**config.mk**
```make
export PLATFORM = sky130hd
export DESIGN_NAME = psb_pwm
export DESIGN_NICKNAME = d
export VERILOG_FILES = /design/src/inc/psb_pkg.sv /design/src/verilog/psb_pwm.sv /design/src/verilog/psb_tick_div.sv
export SDC_FILE = /design/constraint.sdc
export NUM_CORES = 2
export LEC_CHECK = 0
export BUFFER_PORTS_ARGS = -buffer_cell sky130_fd_sc_hd__buf_4
export CORE_ASPECT_RATIO = 1.5
export CORE_MARGIN = 3
export CORE_UTILIZATION = 35
export DETAILED_ROUTE_END_ITERATION = 12
export GPL_TIMING_DRIVEN = 0
export SYNTH_ARGS = -nofsm -noshare
export SYNTH_HDL_FRONTEND = slang
export SYNTH_HIERARCHICAL = 1
export SYNTH_SLANG_ARGS = --single-unit
export TNS_END_PERCENT = 5
```
**constraint.sdc**
```tcl
create_clock -name clk -period 7.6 [get_ports clk]
set_input_delay 1.52 -clock clk [delete_from_list [all_inputs] [get_ports clk]]
set_output_delay 1.52 -clock clk [all_outputs]
set_load 0.1 [all_outputs]
```
**src/inc/psb_pkg.sv**
```systemverilog
package psb_pkg;
	// ****************************************
	// Sizes
	// ****************************************
	localparam int          NUM_CH       = 12;
	localparam int          NUM_BANK     = 4;
	localparam int          CH_PER_BANK  = 3;
	localparam int          CNT_W        = 10;
	localparam logic [9:0]  CNT_MAX      = 10'h3ff;
	localparam logic [9:0]  WIDTH_FULL   = 10'h3ff;
	localparam logic [9:0]  WIDTH_ZERO   = 10'h000;

	// ****************************************
	// Register map
	// ****************************************
	localparam logic [7:0]  ADDR_CH_END  = 8'h30;
	localparam logic [1:0]  FLD_PH_LO    = 2'h0;
	localparam logic [1:0]  FLD_PH_HI    = 2'h1;
	localparam logic [1:0]  FLD_WD_LO    = 2'h2;
	localparam logic [1:0]  FLD_WD_HI    = 2'h3;
	localparam logic [7:0]  ADDR_PAR     = 8'h71;
	localparam logic [7:0]  ADDR_EN_LO   = 8'h78;
	localparam logic [7:0]  ADDR_EN_HI   = 8'h79;
	localparam logic [7:0]  ADDR_CLKMODE = 8'h7c;
	localparam logic [7:0]  ADDR_SYSTEM_CONFIGURATION  = 8'h80;
	localparam logic [7:0]  ADDR_TICK    = 8'h82;

	// ****************************************
	// Reset values
	// ****************************************
	localparam logic [1:0]  RST_PAR      = 2'h0;
	localparam logic [11:0] RST_EN       = 12'h000;
	localparam logic        RST_CLKSRC   = 1'b0;
	localparam logic        RST_PHSEL    = 1'b0;
	localparam logic [3:0]  RST_DIV1     = 4'h7;
	localparam logic [3:0]  RST_DIV2     = 4'h7;

	typedef enum logic [1:0] {
		PSB_PAR_NONE = 2'h0,
		PSB_PAR_ONE  = 2'h1,
		PSB_PAR_TWO  = 2'h2,
		PSB_PAR_ALL  = 2'h3
	} psb_par_t;
endpackage : psb_pkg

```
**src/verilog/psb_pwm.sv**
```systemverilog
// Contract
// - Disabled or zero-width channel keeps on the switches that follow it
// - Four bank groupings: none, one, two, all
// - Grouping resets to all banks independent
// - Paralleled switches toggle and fault together
// - Synchronised open fault turns the same position in every bank of the group on
// - Phase and width registers per channel
// - Ten-bit counter wraps 1023 to 0 per tick
// - Base clock from divider or clock pin
// - Two cascaded dividers set by tick register
// - Phase-mode bit picks turn-on or turn-off edge
// - Mode one: LED on at phase, off at phase+width
// - Mode zero: LED off at phase, on later
// - Period is 1024 base clock ticks
// - Width zero gives zero duty
// - Width 1023 gives full duty
// - Counter cleared to zero at reset
`timescale 1ns/1ps
`default_nettype none
module psb_pwm
	import psb_pkg::*;
(
	input  wire logic        clk,          // Internal oscillator clock
	input  wire logic        rst,          // Synchronous reset
	input  wire logic [7:0]  reg_addr,     // Register address
	input  wire logic [7:0]  reg_wdata,    // Write data
	input  wire logic        reg_wr,       // Write strobe
	input  wire logic        reg_rd,       // Read strobe
	output logic      [7:0]  reg_rdata,    // Read data
	output logic             reg_rvalid,   // Read data valid
	input  wire logic        ext_clk_pin,  // External base clock pin
	input  wire logic [11:0] open_fault,   // LED open sense per switch
	output logic      [11:0] switch_on,    // Bypass gate: 1 = LED dark
	output logic      [9:0]  period_count  // Period counter
);
	// ****************************************
	// State
	// ****************************************
	typedef struct packed {
		logic [NUM_CH-1:0][9:0] phase;
		logic [NUM_CH-1:0][9:0] width;
		logic [11:0]            enable;
		logic [1:0]             grouping;
		logic                   clk_src;
		logic                   phase_sel;
		logic [3:0]             div1;
		logic [3:0]             div2;
		logic [9:0]             counter;
		logic [NUM_CH-1:0]      led_on;
		logic [11:0]            sw_on;
		logic [2:0]             pin_sync;
		logic                   pin_stable;
		logic [NUM_CH-1:0]      flt_s1;
		logic [NUM_CH-1:0]      flt_s2;
		logic [NUM_CH-1:0]      flt_s3;
		logic [NUM_CH-1:0]      flt_stable;
		logic [7:0]             rdata;
		logic                   rvalid;
	} psb_st_t;

	psb_st_t st;
	psb_st_t next_st;
	logic    div_tick;

	psb_tick_div u_div (
		.clk  (clk),
		.rst  (rst),
		.div1 (st.div1),
		.div2 (st.div2),
		.tick (div_tick)
	);

	// ****************************************
	// Helpers
	// ****************************************
	// Lowest bank of the parallel group that holds bank b
	function automatic logic [1:0] lead_bank(input logic [1:0] grp, input logic [1:0] b);
		logic [1:0] r;
		r = b;
		unique case (psb_par_t'(grp))
			PSB_PAR_NONE: r = b;
			PSB_PAR_ONE:  r = (b <= 2'd1) ? 2'd0 : b;
			PSB_PAR_TWO:  r = {b[1], 1'b0};
			PSB_PAR_ALL:  r = 2'd0;
		endcase
		return r;
	endfunction : lead_bank

	function automatic logic [7:0] read_reg(input psb_st_t s, input logic [7:0] a);
		logic [7:0] r;
		logic [3:0] ch;
		r  = 8'h00;
		ch = a[5:2];
		if (a < ADDR_CH_END) begin
			unique case (a[1:0])
				FLD_PH_LO: r = s.phase[ch][7:0];
				FLD_PH_HI: r = {6'h00, s.phase[ch][9:8]};
				FLD_WD_LO: r = s.width[ch][7:0];
				FLD_WD_HI: r = {6'h00, s.width[ch][9:8]};
			endcase
		end else begin
			unique case (a)
				ADDR_PAR:     r = {6'h00, s.grouping};
				ADDR_EN_LO:   r = s.enable[7:0];
				ADDR_EN_HI:   r = {4'h0, s.enable[11:8]};
				ADDR_CLKMODE: r = {7'h00, s.clk_src};
				ADDR_SYSTEM_CONFIGURATION:  r = {7'h00, s.phase_sel};
				ADDR_TICK:    r = {s.div2, s.div1};
				default:      r = 8'h00;
			endcase
		end
		return r;
	endfunction : read_reg

	// ****************************************
	// Next state
	// ****************************************
	logic       base_tick;
	logic [3:0] wch;
	logic [1:0] lb;
	logic [3:0] src;
	logic [9:0] ph;
	logic [9:0] wd;
	logic [9:0] edge2;
	logic       grp_fault;
	logic       idle;

	always_comb begin
		next_st    = st;
		base_tick  = 1'b0;
		wch        = reg_addr[5:2];
		lb         = 2'd0;
		src        = 4'd0;
		ph         = 10'h000;
		wd         = 10'h000;
		edge2      = 10'h000;
		grp_fault  = 1'b0;
		idle       = 1'b0;

		// Register writes
		if (reg_wr) begin
			if (reg_addr < ADDR_CH_END) begin
				unique case (reg_addr[1:0])
					FLD_PH_LO: next_st.phase[wch][7:0] = reg_wdata;
					FLD_PH_HI: next_st.phase[wch][9:8] = reg_wdata[1:0];
					FLD_WD_LO: next_st.width[wch][7:0] = reg_wdata;
					FLD_WD_HI: next_st.width[wch][9:8] = reg_wdata[1:0];
				endcase
			end else begin
				unique case (reg_addr)
					ADDR_PAR:     next_st.grouping  = reg_wdata[1:0];
					ADDR_EN_LO:   next_st.enable[7:0] = reg_wdata;
					ADDR_EN_HI:   next_st.enable[11:8] = reg_wdata[3:0];
					ADDR_CLKMODE: next_st.clk_src   = reg_wdata[0];
					ADDR_SYSTEM_CONFIGURATION:  next_st.phase_sel = reg_wdata[0];
					ADDR_TICK: begin
						next_st.div1 = reg_wdata[3:0];
						next_st.div2 = reg_wdata[7:4];
					end
					default: ;
				endcase
			end
		end

		// Register reads answer one cycle later
		next_st.rvalid = reg_rd;
		next_st.rdata  = reg_rd ? read_reg(st, reg_addr) : 8'h00;

		// Clock pin: stable level moves only when stages two and three agree
		next_st.pin_sync = {st.pin_sync[1:0], ext_clk_pin};
		if (st.pin_sync[1] == st.pin_sync[2]) begin
			next_st.pin_stable = st.pin_sync[2];
		end

		// Base clock select
		if (st.clk_src) begin
			base_tick = next_st.pin_stable & ~st.pin_stable;
		end else begin
			base_tick = div_tick;
		end

		// Free-running period counter, 1024 ticks per period
		if (base_tick) begin
			next_st.counter = (st.counter == CNT_MAX) ? 10'h000 : st.counter + 10'h001;
		end

		// Fault synchronisers, same agreement filter as the pin
		next_st.flt_s1 = open_fault;
		next_st.flt_s2 = st.flt_s1;
		next_st.flt_s3 = st.flt_s2;
		for (int i = 0; i < NUM_CH; i++) begin
			if (st.flt_s2[i] == st.flt_s3[i]) begin
				next_st.flt_stable[i] = st.flt_s3[i];
			end
		end

		// Per-switch PWM, paralleled switches follow their group lead
		for (int c = 0; c < NUM_CH; c++) begin
			lb  = lead_bank(st.grouping, 2'(c / CH_PER_BANK));
			src = 4'(lb * CH_PER_BANK + c % CH_PER_BANK);
			ph  = st.phase[src];
			wd  = st.width[src];
			idle = ~st.enable[src] | (wd == WIDTH_ZERO);
			if (idle) begin
				next_st.led_on[c] = 1'b0;
			end else if (wd == WIDTH_FULL) begin
				next_st.led_on[c] = 1'b1;
			end else if (st.phase_sel) begin
				edge2 = ph + wd;
				if (st.counter == ph) begin
					next_st.led_on[c] = 1'b1;
				end else if (st.counter == edge2) begin
					next_st.led_on[c] = 1'b0;
				end
			end else begin
				edge2 = ph + CNT_MAX - wd;
				if (st.counter == ph) begin
					next_st.led_on[c] = 1'b0;
				end else if (st.counter == edge2) begin
					next_st.led_on[c] = 1'b1;
				end
			end

			// Any open fault in the group forces the same position on
			grp_fault = 1'b0;
			for (int b = 0; b < NUM_BANK; b++) begin
				if (lead_bank(st.grouping, 2'(b)) == lb &&
				    st.flt_stable[b * CH_PER_BANK + c % CH_PER_BANK]) begin
					grp_fault = 1'b1;
				end
			end
			next_st.sw_on[c] = ~next_st.led_on[c] | grp_fault;
		end
	end

	// ****************************************
	// Registers
	// ****************************************
	always_ff @(posedge clk) begin
		if (rst) begin
			st           <= '0;
			st.grouping  <= RST_PAR;
			st.enable    <= RST_EN;
			st.clk_src   <= RST_CLKSRC;
			st.phase_sel <= RST_PHSEL;
			st.div1      <= RST_DIV1;
			st.div2      <= RST_DIV2;
			st.counter   <= 10'h000;
			st.sw_on     <= 12'hfff;
		end else begin
			st <= next_st;
		end
	end

	assign switch_on    = st.sw_on;
	assign period_count = st.counter;
	assign reg_rdata    = st.rdata;
	assign reg_rvalid   = st.rvalid;
endmodule : psb_pwm
`default_nettype wire

```
**src/verilog/psb_tick_div.sv**
```systemverilog
`timescale 1ns/1ps
`default_nettype none
module psb_tick_div
	import psb_pkg::*;
(
	input  wire logic       clk,        // Oscillator clock
	input  wire logic       rst,        // Synchronous reset
	input  wire logic [3:0] div1,       // First divider field
	input  wire logic [3:0] div2,       // Second divider field
	output logic            tick        // One-cycle base pulse
);
	typedef struct packed {
		logic [3:0] c1;
		logic [3:0] c2;
		logic       tick;
	} psb_div_st_t;

	psb_div_st_t st;
	psb_div_st_t next_st;

	// Ratio is (div1+1)*(div2+1)
	always_comb begin
		next_st      = st;
		next_st.tick = 1'b0;
		if (st.c1 >= div1) begin
			next_st.c1 = 4'h0;
			if (st.c2 >= div2) begin
				next_st.c2   = 4'h0;
				next_st.tick = 1'b1;
			end else begin
				next_st.c2 = st.c2 + 4'h1;
			end
		end else begin
			next_st.c1 = st.c1 + 4'h1;
		end
	end

	always_ff @(posedge clk) begin
		if (rst) begin
			st <= '0;
		end else begin
			st <= next_st;
		end
	end

	assign tick = st.tick;
endmodule : psb_tick_div
`default_nettype wire
```
### Yosys cells after proc, flatten, opt, wreduce, memory -nomap -nowiden

Cells that the tools add are included.

* logic and storage cells: 561
* input port bits: 33
* output and inout bits: 31
* register bits after elaboration: 368

* multiply operators: 4
* reduce and logical (&&, ||, !) cells: 68
* equal/unequal tests: 86
* magnitude comparators: 17
* mux-type cells: 230
* add/sub/neg operators: 47
* bitwise operators: 53

Operators with widths (count)
* $bmux 10 s4: 26
* $bwmux 120: 4
* $pmux 120 s2: 2
* $eq 10x10->1: 36
* $mux 10: 28
* $mux 1: 147
* $eq 10x10->1 const B: 13
* $add 10x10->10: 12
* $add 10x10->10 const B: 12
* $logic_not 10->1: 12
* $sub 10x10->10: 12
* $demux 10 s4: 2
* $lt 4x5->1 const B: 13
* $bmux 1 s4: 12
* $pmux 8 s6: 1
* $logic_and 1x1->1: 37
* $eq 8x7->1 const B: 4
* $pmux 8 s4: 1
* $not 1->1: 28
* $add 4x1->4 const B: 6
* $eq 2x2->1: 12
* $or 1x1->1: 24
* $reduce_and 3->1: 8
* $add 4x2->4 const B: 4
* 20 further kinds: 49

### Depth between registers and ports, before layout

* depth in word-level cells: 17
* mapped depth: 28
* mapped depth without buffers: 20

### Hierarchy

Netlist, hierarchy kept.

Modules (own cells, without submodules)
* psb_pwm: times used 1, area each 33104.2 um2, cells each 4223, sequential area each 7186.9 um2
* psb_tick_div: times used 1, area each 575.6 um2, cells each 65, sequential area each 180.2 um2

### Least setup slack after synthesis

Ideal clock, no wire load.

* kind: flip-flop to flip-flop
* start: register st[105] in the netlist's numbering
* end: register st, in the netlist switch_on[10]
* data required time: 7.484 ns
* path slack: 2.085 ns
* setup time: 0.116 ns
* clock period less this slack: 5.515 ns
* data arrival time: 5.400 ns
* stages on the path, launching flop included: 29
* path buffers: 9
* cell sequence: dfxtp_1 -> buf_6 -> and2_4 -> buf_6 -> inv_2 -> buf_2 -> clkbuf_1 -> buf_2 -> ha_1 -> buf_6 -> buf_2 -> buf_2 -> buf_2 -> mux2i_1 -> o21ai_0 -> a21oi_1 -> a21boi_0 -> ha_1 -> inv_1 -> fa_1 -> xor2_1 -> o311a_1 -> nand3_1 -> a21oi_1 -> o311ai_0 -> nor4_1 -> a31oi_1 -> or3_1 -> a31o_1

* word-level cells in the longest chain between the ends: 17
* elaborated cells on any way between the ends: 47
* classes of those cells: add/sub (4); mul (1); eq/ne (10); mux (20); bitwise (4); reduce/logical (8)

Ends and longest elaborated chain
* start: declaration: line psb_pwm.sv:61 `psb_st_t st;`
* start signal: assignment: line psb_pwm.sv:251 `st <= next_st;`
* $eq 2x1->1 or $logic_not 2->1 (tied branches): line psb_pwm.sv:80 `unique case (psb_par_t'(grp))`
* $reduce_or 2->1 (no line)
* $pmux 2 s3: line psb_pwm.sv:80
* $mul 2x2->4: line psb_pwm.sv:200 `src = 4'(lb * CH_PER_BANK + c % CH_PER_BANK);`
* $add 4x1->4: line psb_pwm.sv:200
* $bmux 10 s4: line psb_pwm.sv:201 `ph = st.phase[src];`
* $mux 10 (not written as such): line psb_pwm.sv:201
* $add 10x10->10: line psb_pwm.sv:216 `edge2 = ph + CNT_MAX - wd;`
* $sub 10x10->10: line psb_pwm.sv:216
* $eq 10x10->1: line psb_pwm.sv:219 `end else if (st.counter == edge2) begin`
* $mux 1: line psb_pwm.sv:219
* $mux 1: line psb_pwm.sv:217 `if (st.counter == ph) begin`
* $mux 1: line psb_pwm.sv:208 `end else if (st.phase_sel) begin`
* $mux 1: line psb_pwm.sv:206 `end else if (wd == WIDTH_FULL) begin`
* $mux 1: line psb_pwm.sv:204 `if (idle) begin`
* $not 1->1: line psb_pwm.sv:232 `next_st.sw_on[c] = ~next_st.led_on[c] | grp_fault;`
* $or 1x1->1 (*): line psb_pwm.sv:232

Mark *: on every way between the ends. The rest lies on a longest branch, timed or not. The select of a mux whose other input is x is not followed.
A chain may end at the register's enable or synchronous reset.

### Worst setup path in the final report

* start: register st[106] in the netlist's numbering
* end: register st, in the netlist switch_on[10]

Same word-level chain as after synthesis.

==> results.sh <==
export IMPL_syn2layout_area_growth_pct=10.27
export IMPL_ant_nets=0
export IMPL_synth_area_sq_um=33680
export IMPL_rr_worst_depth=24
export IMPL_clock_sinks=368
export IMPL_cp_common_cell="buf_2"
export IMPL_final_net_count=4670
export IMPL_path_clk_slew_ns=0.07
export IMPL_first_pass_iters=6
export IMPL_synth_nets=4574
export IMPL_outcome="complete, but fails checks"
export IMPL_drc=0
export IMPL_critPathKind="reg2reg"
export IMPL_period_share_pct=98.05
export IMPL_final_cells=5688
export IMPL_cp_top_family="buffers and inverters"
export IMPL_wl_um=209100
export IMPL_synthArstFlopShare_pct=0
export IMPL_io_buffers=52
export IMPL_rrSetupSlack_ns=0.15
export IMPL_worst_path_stages=24
export IMPL_clock_latency_ns=0.63
export IMPL_worst_slack_ns=0.1482
export IMPL_synth_warnings=6
export IMPL_yosysTopAreaCell="dfxtp_1"
export IMPL_maxSlewHeadroom_pct=-2.465
export IMPL_timing_rr_end="switch_on[10]"
export IMPL_final_cell_mix="nand2_1, a21oi_1, dfxtp_1"
export IMPL_globalplace_congestion=1.086
export IMPL_p_per_area_nw_per_um2=117.6
export IMPL_dieArea_sq_um=100100
export IMPL_vias=35800
export IMPL_ys_flop_type="dfxtp_1"
export IMPL_cp_start_kind="flip-flop"
export IMPL_max_freq_mhz=134.2
export IMPL_worstHoldPathType="reg2reg"
export IMPL_finalCriticalPeriod_ns=7.452
export IMPL_post_place_ws_ns=-0.8073
export IMPL_critPathBufInv=9
export IMPL_endpoint_kind="flip-flop"
export IMPL_maxCapViolCount=2
export IMPL_drt_iter0_markers=4226
export IMPL_cts_hold_buf=0
export IMPL_fin_setup_tns_ns=0
export IMPL_grt_pass1_wl_um=280000
export IMPL_synthTopCellsByArea="dfxtp_1, ha_1, xnor2_1"
export IMPL_setup_viol=0
export IMPL_netlist_area_leader_share_pct=21.87
export IMPL_synth_cell_types=91
export IMPL_pin_count=64
export IMPL_wl_per_cell_um=36.76
export IMPL_h_tree_depth=2
export IMPL_violations="capacitance limit, slew limit"
export IMPL_gr_total_overflow=0
export IMPL_crit_chain="and2_4, buf_6, inv_2, buf_2, buf_2, buf_4, ha_1, buf_6, buf_2, buf_4, buf_2, a31oi_1, a211oi_1, a21oi_1, ha_1, xnor2_1, mux2i_1, nand3_1, a21oi_1, o311ai_0, nor4_1, a31oi_1, or3_1, a31o_1"
export IMPL_regToRegStartpoint="st[106]"
export IMPL_finalMaxSlewViolations=11
export IMPL_synthCells=4288
export IMPL_hpwlAfterDp_um=165500
export IMPL_avgViaCountPerCell=6.293
export IMPL_crit_arrival_ns=7.94
export IMPL_yosysSeqAreaShare_pct=21.87
export IMPL_rsz0062_at_grt="false"
export IMPL_cts_tree="done"
export IMPL_place_area_sq_um=35680
export IMPL_slowest_stage="a211oi_1"
export IMPL_yosys_register_bits=368
export IMPL_worstPathMaxFanout=11
export IMPL_crit_required_ns=8.09
export IMPL_finalInstanceArea_sq_um=37140
export IMPL_synth_edf_count=0
export IMPL_final_common_cell="nand2_1"
export IMPL_clockBufferDepth=3
export IMPL_grt_max_degree=20
export IMPL_antenna_found_initial=24
export IMPL_clock_root_buffer="clkbuf_16"
export IMPL_syn_area_per_cell_sq_um=7.854
export IMPL_skew_ns=0.03211
export IMPL_cp_endpoint="switch_on[10]"
export IMPL_start_util_pct=35.47
export IMPL_dieWidth_um=259.3
export IMPL_peakVddDrop_mv=0.1769
export IMPL_finish_utilization_pct=39.11
export IMPL_die_y_um=385.9
export IMPL_crit_start="st[106]"
export IMPL_dp_cells=5602
export IMPL_tightest_slew_ns=1.537
export IMPL_grt_util_all_layers_pct=40.58
export IMPL_hold_viol=0
export IMPL_core_area_sq_um=94970
export IMPL_post_cts_buffers=0
export IMPL_final_layout_size_suffix_gt1_share_pct=8.971
export IMPL_grt_pass1_vias=33980
export IMPL_critPathMaxStageDelay_ns=0.62
export IMPL_numCtsBuffers=40
export IMPL_leakage_nw=15.09
export IMPL_rows=138
[worst min-delay path by stage]
| stage | start | to | slack, ns | cells past startpoint |
|---|---|---|---|---|
| final | next_st[42] | next_st[30] | 0.43 | 1 |
| after global routing | next_st[35] | next_st[23] | 0.45 | 1 |
| after CTS | next_st[34] | next_st[22] | 0.44 | 1 |
| after detailed placement | next_st[42] | next_st[30] | 0.42 | 1 |
| after global placement | next_st[44] | next_st[32] | 0.42 | 1 |
| after floorplan | next_st[33] | next_st[21] | 0.41 | 1 |
[metrics by stage]
| step | hold WS (ns) | total power [mW] |
|---|---|---|
| after global routing | 0.4539 | 4.455 |
| after floorplan | 0.4138 | 2.137 |
| final | 0.4328 | 4.366 |
| after detailed placement | 0.4218 | 2.262 |
| after CTS | 0.4371 | 4.374 |
| after global placement | 0.4155 | 2.261 |
[timing repair]
| action | CTS | global route |
|---|---|---|
| setup endpoints to repair | 4 | 2 |
| gates cloned | 0 | 0 |
| gates resized for setup | 7 | 4 |
[cells in the mapped netlist, drive strengths merged, types with 12 or more instances]
cell type	n
nand2	533
a21oi	417
dfxtp	368
xnor2	291
nand3	275
nor2	238
ha	229
inv	228
mux2i	216
clkbuf	177
xor2	143
buf	140
o21ai	135
mux4	81
nor2b	73
nor3	68
nand4	63
nor4	58
nand2b	47
a31oi	36
mux2	33
a21o	32
o21bai	29
a211oi	26
fa	24
and3	21
or3	21
a2111oi	16
o41ai	16
o22ai	15
o31ai	15
a221oi	13
o211ai	13
nor3b	12
o21a	12
or4	12
[logic make-up (layout without fill, tap and decap cells)]
kind of cell             Yosys count  after routing  synth area share [%]
AND/OR/NAND/NOR                 1459           1459                 20.43
AO/OA/AOI/OAI                    896            896                 16.58
buffers and inverters            548            674                 6.943
XOR/XNOR                         434            434                 11.29
flip-flops                       368            368                 21.87
multiplexers                     330            330                 12.95
adder cells (fa/ha/maj)          253            253                 9.934
other                              0             14                     0
[routing by layer]
layer,track usage (%),wire (um),vias to the layer above
met5,0,78,-
met4,36.10,23260,10
met3,9.656,19510,780
met2,63.09,90630,2202
met1,46.23,75630,17490
li1,-,-,15310
[state kept, by name (all words and copies together), names as in the netlist]
name and flops:
reg_rdata 8, u_div/st 8, st 302, u_div/tick 1, period_count 10, next_st 26
reg_rvalid 1, switch_on 12
[where the power goes]
part           internal [mW]  leakage, nW  switching (mW)
Clock                   1.18        0.679           0.962
Sequential              1.94         2.97          0.0119
Combinational         0.0664         11.4           0.208
[area by class of cell]
class,instances,area [sq um]
multi-input cells,3372,24000
clock buffers,54,1185
repair buffers,55,420.4
fillers,10210,57830
clock inverters,18,202.7
flip-flops and latches,368,7367
diodes,14,35.03
plain buffers,316,1483
well taps,1260,1577
inverters,231,867.1
Power figures use the tool's default switching activity.
